### src/design/lube_map.svh
// Named offsets, field positions, reset values and timing figures of the spindle lube supervisor.
`ifndef LUBE_MAP_SVH
`define LUBE_MAP_SVH

// Register port widths.
`define LUBE_ADDR_W        4
`define LUBE_DATA_W        8

// Register offsets on the plain register port.
`define LUBE_REG_STATUS    4'h0
`define LUBE_REG_CTRL      4'h1
`define LUBE_REG_UPTIME    4'h2
`define LUBE_REG_INPUTS    4'h3

// Control register fields (write one to act, the register reads as zero).
`define LUBE_CTRL_CLEAR    0
`define LUBE_CTRL_PRIME    1

// Status register fields above the fault bits.
`define LUBE_STAT_OIL      5
`define LUBE_STAT_AIR      6
`define LUBE_STAT_ARMED    7

// Switch vector positions; the first five double as fault positions.
`define LUBE_SW_W          7
`define LUBE_SW_AIR        0
`define LUBE_SW_LEVEL      1
`define LUBE_SW_OILP       2
`define LUBE_SW_UPPER      3
`define LUBE_SW_LOWER      4
`define LUBE_SW_SPINDLE    5
`define LUBE_SW_BUTTON     6
// Synchroniser reset value: switches good, spindle stopped, button released.
`define LUBE_SW_IDLE       7'h1F

// Fault groups.
`define LUBE_FAULT_W       5
`define LUBE_FAULT_NONE    5'h00
`define LUBE_FAULT_ALL     5'h1F
`define LUBE_ARM_MASK      5'h1C
`define LUBE_ESTOP_MASK    5'h1D
`define LUBE_HOLD_MASK     5'h02

// Clock and prescaler.
`define LUBE_CLK_PERIOD_NS 40
`define LUBE_SEC_NS        1000000000
`define LUBE_PRESC_W       25
`define LUBE_PRESC_ZERO    25'h0000000

// Intervals in seconds, each at the width of the counter it meets.
`define LUBE_UP_W          7
`define LUBE_UP_ZERO       7'h00
`define LUBE_UP_MAX        7'h7F
`define LUBE_BOOT_OIL_S    7'h0F
`define LUBE_ARM_DELAY_S   7'h0D
`define LUBE_AIR_HOLD_S    7'h78
`define LUBE_AIR_ZERO      7'h00
`define LUBE_CYC_W         11
`define LUBE_CYC_ZERO      11'h000
`define LUBE_OIL_PULSE_S   11'h00F
`define LUBE_OIL_PERIOD_S  11'h4B0

`endif

### src/design/lube_pkg.sv
// Shared types of the spindle lube supervisor.
`default_nettype none
`include "lube_map.svh"
package lube_pkg;
  typedef logic [`LUBE_FAULT_W-1:0] lube_fault_t;
  typedef logic [`LUBE_SW_W-1:0]    lube_sw_t;
  typedef logic [`LUBE_DATA_W-1:0]  lube_data_t;
  typedef logic [`LUBE_ADDR_W-1:0]  lube_addr_t;
endpackage
`default_nettype wire

### src/design/lube_tick_if.sv
// Carrier of the one-second and half-second enable pulses.
`default_nettype none
interface lube_tick_if;
  logic sec_tick;
  logic half_tick;
  modport src (output sec_tick, output half_tick);
  modport dst (input sec_tick, input half_tick);
endinterface
`default_nettype wire

### src/design/lube_spindle_supervisor.sv
// Top of the spindle lube supervisor: timing, fault latches and register port.
// Functional notes
// Oil fifteen seconds every twenty running minutes.
// Oil at power-on, stop at fifteen seconds.
// Boot bearing air with supply air, two minutes.
// Air while running, two minutes after stop.
// Mask oil pressure and bearing faults thirteen seconds.
// Heartbeat LED toggles during normal operation.
// Low air lights LED, requests emergency stop.
// Low oil level lights LED, requests hold.
// Low oil pressure lights LED, requests stop.
// Low bearing pressure lights own LED, stop.
// Reset button clears faults, even while running.
// Power cycle restarts the whole sequence.
// Button release gives two minutes of air.
// Faults and requests latch until a reset.
// Prescaled intervals, synchronised switch inputs.
`default_nettype none
`include "lube_map.svh"
module lube_spindle_supervisor #(
  parameter int unsigned TICK_CYCLES = `LUBE_SEC_NS / `LUBE_CLK_PERIOD_NS
) (
  input  wire logic                     sys_clk_i,
  input  wire logic                     rst_i,
  input  wire logic [`LUBE_ADDR_W-1:0]  reg_addr_i,
  input  wire logic [`LUBE_DATA_W-1:0]  reg_wdata_i,
  input  wire logic                     reg_wr_i,
  input  wire logic                     reg_rd_i,
  output var  logic [`LUBE_DATA_W-1:0]  reg_rdata_o,
  input  wire logic                     air_ok_i,
  input  wire logic                     oil_level_ok_i,
  input  wire logic                     oil_press_ok_i,
  input  wire logic                     upper_bearing_ok_i,
  input  wire logic                     lower_bearing_ok_i,
  input  wire logic                     spindle_run_i,
  input  wire logic                     reset_btn_i,
  output var  logic                     oil_solenoid_o,
  output var  logic                     oil_led_o,
  output var  logic                     bearing_air_o,
  output var  logic                     air_led_o,
  output var  logic                     heartbeat_led_o,
  output var  logic                     low_air_led_o,
  output var  logic                     low_level_led_o,
  output var  logic                     oil_press_led_o,
  output var  logic                     upper_bearing_led_o,
  output var  logic                     lower_bearing_led_o,
  output var  logic                     estop_req_o,
  output var  logic                     feed_hold_o
);

  function automatic logic hits(input lube_pkg::lube_addr_t addr, input lube_pkg::lube_addr_t off);
    hits = (addr == off);
  endfunction

  lube_tick_if tick_if ();

  lube_pkg::lube_sw_t    raw_sw;
  lube_pkg::lube_sw_t    sw_s;
  lube_pkg::lube_fault_t fault_ff;
  lube_pkg::lube_fault_t nxt_fault;
  lube_pkg::lube_fault_t fault_set;
  logic [`LUBE_UP_W-1:0]  up_s_ff;
  logic [`LUBE_UP_W-1:0]  air_left_ff;
  logic [`LUBE_UP_W-1:0]  nxt_air_left;
  logic [`LUBE_CYC_W-1:0] cyc_s_ff;
  logic                   btn_d_ff;
  logic                   btn_press;
  logic                   btn_release;
  logic                   sw_clear;
  logic                   sw_prime;
  logic                   clr;
  logic                   armed;
  logic                   boot_oil;
  logic                   boot_air;
  logic                   nxt_oil;
  logic                   nxt_air;

  // Pins are gathered into one vector so that one synchroniser serves all.
  always_comb begin
    raw_sw                   = '0;
    raw_sw[`LUBE_SW_AIR]     = air_ok_i;
    raw_sw[`LUBE_SW_LEVEL]   = oil_level_ok_i;
    raw_sw[`LUBE_SW_OILP]    = oil_press_ok_i;
    raw_sw[`LUBE_SW_UPPER]   = upper_bearing_ok_i;
    raw_sw[`LUBE_SW_LOWER]   = lower_bearing_ok_i;
    raw_sw[`LUBE_SW_SPINDLE] = spindle_run_i;
    raw_sw[`LUBE_SW_BUTTON]  = reset_btn_i;
  end

  lube_sync u_sync (
    .sys_clk_i (sys_clk_i),
    .rst_i     (rst_i),
    .async_i   (raw_sw),
    .sync_o    (sw_s)
  );

  lube_tick_gen #(
    .TICK_CYCLES (TICK_CYCLES)
  ) u_tick (
    .sys_clk_i (sys_clk_i),
    .rst_i     (rst_i),
    .tick_if   (tick_if)
  );

  // Button edges and software strobes.
  always_ff @(posedge sys_clk_i) begin
    if (rst_i) begin
      btn_d_ff <= 1'b0;
    end else begin
      btn_d_ff <= sw_s[`LUBE_SW_BUTTON];
    end
  end

  assign btn_press   = sw_s[`LUBE_SW_BUTTON] && !btn_d_ff;
  assign btn_release = !sw_s[`LUBE_SW_BUTTON] && btn_d_ff;
  assign sw_clear    = reg_wr_i && hits(reg_addr_i, `LUBE_REG_CTRL) && reg_wdata_i[`LUBE_CTRL_CLEAR];
  assign sw_prime    = reg_wr_i && hits(reg_addr_i, `LUBE_REG_CTRL) && reg_wdata_i[`LUBE_CTRL_PRIME];
  // The spindle state does not gate the clear, so it works while running.
  assign clr         = btn_press || sw_clear;

  // Seconds since power-on, saturating at 127, just past the longest boot window of 120.
  always_ff @(posedge sys_clk_i) begin
    if (rst_i) begin
      up_s_ff <= `LUBE_UP_ZERO;
    end else if (tick_if.sec_tick && up_s_ff != `LUBE_UP_MAX) begin
      up_s_ff <= up_s_ff + 1'b1;
    end
  end

  assign armed    = (up_s_ff >= `LUBE_ARM_DELAY_S);
  assign boot_oil = (up_s_ff < `LUBE_BOOT_OIL_S);
  assign boot_air = (up_s_ff < `LUBE_AIR_HOLD_S) && sw_s[`LUBE_SW_AIR];

  // Running-time phase of the oiling cycle; each start begins with a pulse.
  always_ff @(posedge sys_clk_i) begin
    if (rst_i || !sw_s[`LUBE_SW_SPINDLE]) begin
      cyc_s_ff <= `LUBE_CYC_ZERO;
    end else if (tick_if.sec_tick) begin
      if (cyc_s_ff == `LUBE_OIL_PERIOD_S - 1'b1) begin
        cyc_s_ff <= `LUBE_CYC_ZERO;
      end else begin
        cyc_s_ff <= cyc_s_ff + 1'b1;
      end
    end
  end

  // Air hold-off timer, reloaded while running and by a priming request.
  always_comb begin
    nxt_air_left = air_left_ff;
    if (sw_s[`LUBE_SW_SPINDLE] || btn_release || sw_prime) begin
      nxt_air_left = `LUBE_AIR_HOLD_S;
    end else if (tick_if.sec_tick && air_left_ff != `LUBE_AIR_ZERO) begin
      nxt_air_left = air_left_ff - 1'b1;
    end
  end

  always_ff @(posedge sys_clk_i) begin
    if (rst_i) begin
      air_left_ff <= `LUBE_AIR_ZERO;
    end else begin
      air_left_ff <= nxt_air_left;
    end
  end

  assign nxt_oil = boot_oil || (sw_s[`LUBE_SW_SPINDLE] && cyc_s_ff < `LUBE_OIL_PULSE_S);
  assign nxt_air = boot_air || sw_s[`LUBE_SW_SPINDLE] || air_left_ff != `LUBE_AIR_ZERO;

  always_ff @(posedge sys_clk_i) begin
    if (rst_i) begin
      oil_solenoid_o <= 1'b0;
      oil_led_o      <= 1'b0;
      bearing_air_o  <= 1'b0;
      air_led_o      <= 1'b0;
    end else begin
      oil_solenoid_o <= nxt_oil;
      oil_led_o      <= nxt_oil;
      bearing_air_o  <= nxt_air;
      air_led_o      <= nxt_air;
    end
  end

  // A heartbeat that stops toggling means the prescaler or clock has died.
  always_ff @(posedge sys_clk_i) begin
    if (rst_i) begin
      heartbeat_led_o <= 1'b0;
    end else if (tick_if.half_tick) begin
      heartbeat_led_o <= !heartbeat_led_o;
    end
  end

  // A bad switch sets its fault; a set in the clear cycle survives the clear.
  assign fault_set = ~sw_s[`LUBE_FAULT_W-1:0]
                   & (armed ? `LUBE_FAULT_ALL : ~`LUBE_ARM_MASK);
  assign nxt_fault = fault_set | (clr ? `LUBE_FAULT_NONE : fault_ff);

  always_ff @(posedge sys_clk_i) begin
    if (rst_i) begin
      fault_ff <= `LUBE_FAULT_NONE;
    end else begin
      fault_ff <= nxt_fault;
    end
  end

  // Indicators and requests are flops of their own, loaded in step with the latches.
  always_ff @(posedge sys_clk_i) begin
    if (rst_i) begin
      low_air_led_o       <= 1'b0;
      low_level_led_o     <= 1'b0;
      oil_press_led_o     <= 1'b0;
      upper_bearing_led_o <= 1'b0;
      lower_bearing_led_o <= 1'b0;
      estop_req_o         <= 1'b0;
      feed_hold_o         <= 1'b0;
    end else begin
      low_air_led_o       <= nxt_fault[`LUBE_SW_AIR];
      low_level_led_o     <= nxt_fault[`LUBE_SW_LEVEL];
      oil_press_led_o     <= nxt_fault[`LUBE_SW_OILP];
      upper_bearing_led_o <= nxt_fault[`LUBE_SW_UPPER];
      lower_bearing_led_o <= nxt_fault[`LUBE_SW_LOWER];
      estop_req_o         <= |(nxt_fault & `LUBE_ESTOP_MASK);
      feed_hold_o         <= |(nxt_fault & `LUBE_HOLD_MASK);
    end
  end

  // Register read port; unmapped offsets and the control register read zero.
  always_ff @(posedge sys_clk_i) begin
    if (rst_i) begin
      reg_rdata_o <= '0;
    end else if (reg_rd_i) begin
      reg_rdata_o <= '0;
      if (hits(reg_addr_i, `LUBE_REG_STATUS)) begin
        reg_rdata_o[`LUBE_FAULT_W-1:0] <= fault_ff;
        reg_rdata_o[`LUBE_STAT_OIL]    <= oil_solenoid_o;
        reg_rdata_o[`LUBE_STAT_AIR]    <= bearing_air_o;
        reg_rdata_o[`LUBE_STAT_ARMED]  <= armed;
      end else if (hits(reg_addr_i, `LUBE_REG_UPTIME)) begin
        reg_rdata_o[`LUBE_UP_W-1:0] <= up_s_ff;
      end else if (hits(reg_addr_i, `LUBE_REG_INPUTS)) begin
        reg_rdata_o[`LUBE_SW_W-1:0] <= sw_s;
      end
    end else begin
      reg_rdata_o <= '0;
    end
  end
endmodule
`default_nettype wire

### src/design/lube_sync.sv
// Two-stage synchroniser for the switch and button pins.
`default_nettype none
`include "lube_map.svh"
module lube_sync (
  input  wire logic                  sys_clk_i,
  input  wire logic                  rst_i,
  input  wire logic [`LUBE_SW_W-1:0] async_i,
  output var  logic [`LUBE_SW_W-1:0] sync_o
);
  localparam logic [`LUBE_SW_W-1:0] IDLE = `LUBE_SW_IDLE;

  logic [`LUBE_SW_W-1:0] stage1_ff;

  genvar g;
  generate
    for (g = 0; g < `LUBE_SW_W; g++) begin : g_bit
      // The first stage feeds only the second one.
      always_ff @(posedge sys_clk_i) begin
        if (rst_i) begin
          // Reset to the idle pin levels, so that release raises no false fault or edge.
          stage1_ff[g] <= IDLE[g];
          sync_o[g]    <= IDLE[g];
        end else begin
          stage1_ff[g] <= async_i[g];
          sync_o[g]    <= stage1_ff[g];
        end
      end
    end
  endgenerate
endmodule
`default_nettype wire

### src/design/lube_tick_gen.sv
// Prescaler that turns the system clock into second and half-second enables.
`default_nettype none
`include "lube_map.svh"
module lube_tick_gen #(
  parameter int unsigned TICK_CYCLES = `LUBE_SEC_NS / `LUBE_CLK_PERIOD_NS
) (
  input  wire logic     sys_clk_i,
  input  wire logic     rst_i,
  lube_tick_if.src      tick_if
);
  localparam logic [`LUBE_PRESC_W-1:0] LAST = `LUBE_PRESC_W'(TICK_CYCLES - 1);
  localparam logic [`LUBE_PRESC_W-1:0] HALF = `LUBE_PRESC_W'(TICK_CYCLES / 2 - 1);

  logic [`LUBE_PRESC_W-1:0] cnt_ff;

  always_ff @(posedge sys_clk_i) begin
    if (rst_i || cnt_ff == LAST) begin
      cnt_ff <= `LUBE_PRESC_ZERO;
    end else begin
      cnt_ff <= cnt_ff + 1'b1;
    end
  end

  // Ticks are registered so that every second starts cleanly after reset.
  always_ff @(posedge sys_clk_i) begin
    if (rst_i) begin
      tick_if.sec_tick  <= 1'b0;
      tick_if.half_tick <= 1'b0;
    end else begin
      tick_if.sec_tick  <= (cnt_ff == LAST);
      tick_if.half_tick <= (cnt_ff == LAST) || (cnt_ff == HALF);
    end
  end
endmodule
`default_nettype wire

### config.mk
export PLATFORM = sky130hd
export DESIGN_NAME = lube_spindle_supervisor
export DESIGN_NICKNAME = d
export VERILOG_FILES = /design/src/design/lube_pkg.sv /design/src/design/lube_tick_if.sv /design/src/design/lube_spindle_supervisor.sv /design/src/design/lube_sync.sv /design/src/design/lube_tick_gen.sv
export VERILOG_INCLUDE_DIRS = /design/src /design/src/design
export SDC_FILE = /design/constraint.sdc
export NUM_CORES = 1
export LEC_CHECK = 0
export BUFFER_PORTS_ARGS = -buffer_cell sky130_fd_sc_hd__clkbuf_2
export CORE_ASPECT_RATIO = 0.8
export CORE_MARGIN = 2
export CORE_UTILIZATION = 50
export DETAILED_ROUTE_END_ITERATION = 8
export PLACE_DENSITY = 0.73
export SLEW_MARGIN = 0
export SYNTH_ARGS = -nofsm -noshare
export SYNTH_HDL_FRONTEND = slang
export SYNTH_SLANG_ARGS = --single-unit
### constraint.sdc
create_clock -name sys_clk_i -period 1.84 [get_ports sys_clk_i]
set_clock_uncertainty 0.05 [all_clocks]
set_input_delay 0.092 -clock sys_clk_i [delete_from_list [all_inputs] [get_ports sys_clk_i]]
set_output_delay 0.092 -clock sys_clk_i [all_outputs]
set_load 0.03 [all_outputs]
==> flow_summary.ini <==
[die]
dieArea_mm2 = 0.00796
ios = 43
start_util_pct = 52.1
core-area_mm2 = 0.00696
dieHeight_um = 80.2
rows = 27
die_x_um = 99.2

[synth]
syn_area_mm2 = 0.00363
synth_compound_area_share_pct = 12.5
synth_simple_gate_area_share_pct = 26.7
synthMuxAreaShare_pct = 0.276
synth_top_area_share_pct = 46.3
synth_nets = 441
synthXorXnorAreaFrac_pct = 6.76
synth_most_common_cell = dfxtp_1
synth_cell_types = 50
synth_edf_count = 0
synthTopCellsByArea = dfxtp_1 46%, nor2_1 5.5%, xnor2_1 5.3%
ys.flop_type = dfxtp_1
synth_top_area_cell = dfxtp_1
synth_fa_ha_area_share_pct = 2.07
ys_seq_elements = 84
ys_seq_area_share_pct = 46.3
synth_top_family_by_area = simple AND/OR/NAND/NOR gates
synth_cells = 412
avgSynthCellArea_um2 = 8.81
synthTopCellsByCount = 84 x dfxtp_1, 53 x nor2_1, 25 x a21oi_1, 22 x xnor2_1
async_flop_share_pct = 0
yosysWarnings = 0

[finish]
fill_cells = 576
final_area_mm2 = 0.00442
fin_cells = 560
diodes = 0
utilization_pct = 63.5
final_nets = 497
synthToLayoutAreaGrowth_pct = 21.8
regArea_mm2 = 0.00169
drive_above_1_share_pct = 24.5
multi_input_comb_area_mm2 = 0.00183

[timing]
finalMaxSlewViolations = 0
fin_crit_sh_pct = 98.1
finalCriticalPeriod_ns = 1.81
timing.fmax_mhz = 554
finalSetupViolCount = 0
tns_ns = 0
rsz0062_at_grt = yes
tightest_slew_ns = 0.630
maxSlewHeadroom_pct = 58.0
finalHoldViolations = 0

[worst_setup_path]
r2r_slack_ns = 0.03
rr_startpoint = u_tick.cnt_ff[1]
r2r-end = u_tick.cnt_ff[24]
path_class = register to register
worstPathRequired_ns = 2.08
worst_ep_arrival_time_ns = 2.04
reg2reg_depth = 5
cp_max_fo = 6
worstSetupStartpointType = register
endpoint_kind = register

[clock_tree]
clockRootBuffer = clkbuf_8
cts.sinks = 84
cts_buffer_depth = 2
htree_levels = 3
cts_tree = built
cts_buffers = 9
clk_latency_ns = 0.35
clk_pin_slew_ns = 0.08

[power_and_ir_drop]
powerDensity_mw_per_mm2 = 841
vdd_drop_max_v = 0.000482
p_total_w = 0.00372
p_leak_nw = 1.60

[placed_design]
dpl_cell_area_mm2 = 0.00400
port_buffers = 36
hpwl_um = 5240
dp_cells = 533
gp_congestion = 0.839

[outcome]
outcome = finished clean

[global_route]
grt_max_degree = 48
grt_pass1_vias = 2899
grt_pass1_wl_um = 12800
gr-total-overflow = 0
grt_usage_pct = 20.0
antenna_found_initial = 0

[detailed_routing]
avgViaCountPerCell = 5.59
drc = 0
wl_per_cell_um = 13.9
finalWirelength_um = 7770
drt_iter0_drc = 156
firstDrtPassIters = 4
drtAntennaViolNets = 0
vias = 3129

[hold_path]
hp-class = input pin to register
whs_endpoint = reg_rdata_o[4]
min_from = rst_i
holdPathStages = 3

[job]
drv_cap = 0
-- worst max path at each step --
stage                          start                end  depth (start not counted)
global placement    u_tick.cnt_ff[0]  u_tick.cnt_ff[20]                          5
detailed placement    air_left_ff[0]     air_left_ff[1]                          6
CTS                 u_tick.cnt_ff[8]  u_tick.cnt_ff[20]                          5
global route        u_tick.cnt_ff[8]   u_tick.cnt_ff[9]                          5
floorplan           u_tick.cnt_ff[1]  u_tick.cnt_ff[22]                          6
finish              u_tick.cnt_ff[1]  u_tick.cnt_ff[24]                          5
-- cell usage in the layout, fill, tap and decap left out, types with 3 or more instances in the layout --
cell,n
a31o_2,3
dlygate4sd3_1,8
ha_1,5
dfxtp_1,78
inv_1,20
or3_1,10
clkbuf_8,11
a21oi_2,5
and3_1,3
bufinv_16,3
or2_2,12
dfxtp_2,4
nor4_1,7
nor4b_1,3
xnor2_1,22
nand2_1,15
clkbuf_2,36
or3_4,4
a31oi_1,11
nor2_1,53
nor3_1,15
or4_4,3
a21oi_1,22
buf_4,22
nand3_1,11
o21ai_0,10
xor2_1,6
a2bb2oi_1,4
nor2b_1,6
and4_1,4
nand4_1,20
-- worst max-delay path, cell delays in order (launching register included) --
cell and delay (ns):
dfxtp_4 0.38, ha_4 0.16, nand3_4 0.09, or4_4 0.59, or3_4 0.35, a21oi_2 0.13
-- through the flow --
step	hold WS [ns]	setup WS [ns]
3_5_place_dp	0.226	-0.00782
6_report	0.101	0.0345
5_1_grt	0.0969	-0.0220
4_1_cts	0.0816	0.0221
3_3_place_gp	0.224	0.0327
2_1_floorplan	0.146	0.00557
-- flip-flops by register name (all words and copies together), names as in the netlist --
register / cells
u_tick.tick_if.sec_tick: 1
estop_req_o: 1
cyc_s_ff: 11
heartbeat_led_o: 1
up_s_ff: 7
btn_d_ff: 1
air_left_ff: 7
oil_led_o: 1
reg_rdata_o: 8
u_tick.tick_if.half_tick: 1
u_sync.sync_o: 7
air_led_o: 1
u_tick.cnt_ff: 25
fault_ff: 5
u_sync.stage1_ff: 7
-- repair_timing --
| action | in CTS | in global routing |
|---|---|---|
| hold endpoints to repair | 8 | 0 |
| pin swaps | 1 | 9 |
| setup buffers | 0 | 2 |
| resized for setup | 1 | 19 |
| hold buffers | 8 | 0 |
| cloned | 0 | 1 |
| setup endpoints to repair | 2 | 28 |
-- layer usage --
| layer | part of all wire, % | up-vias | global-route usage (%) |
|---|---|---|---|
| met5 | 0 | - | 0 |
| met4 | 0.76 | 0 | 5.62 |
| met2 | 46 | 63 | 32.4 |
| met3 | 4.5 | 4 | 6.09 |
| li1 | - | 1571 | - |
| met1 | 48 | 1491 | 25.9 |
-- power breakdown --
group          total (W)  switching, W  internal (W)
sequential       0.00188     0.0000297       0.00185
clock            0.00163      0.000649      0.000981
combinational   0.000207      0.000117     0.0000896
-- logic make-up after synthesis --
group / Yosys count
AND/OR/NAND/NOR: 178
flip-flops: 84
AO/OA/AOI/OAI: 71
buffers and inverters: 44
XOR/XNOR: 28
adder cells (fa/ha/maj): 6
multiplexers: 1
-- area by class of cell --
cell class              count  area share (%)
clock inverters             5            2.41
flip-flops and latches     84            38.3
multi-input cells         285            41.4
clock buffers              11            3.42
repair buffers             68            10.3
inverters                  20            1.70
well taps                  87            2.46
Note: power is estimated with default switching activity, not from simulation.
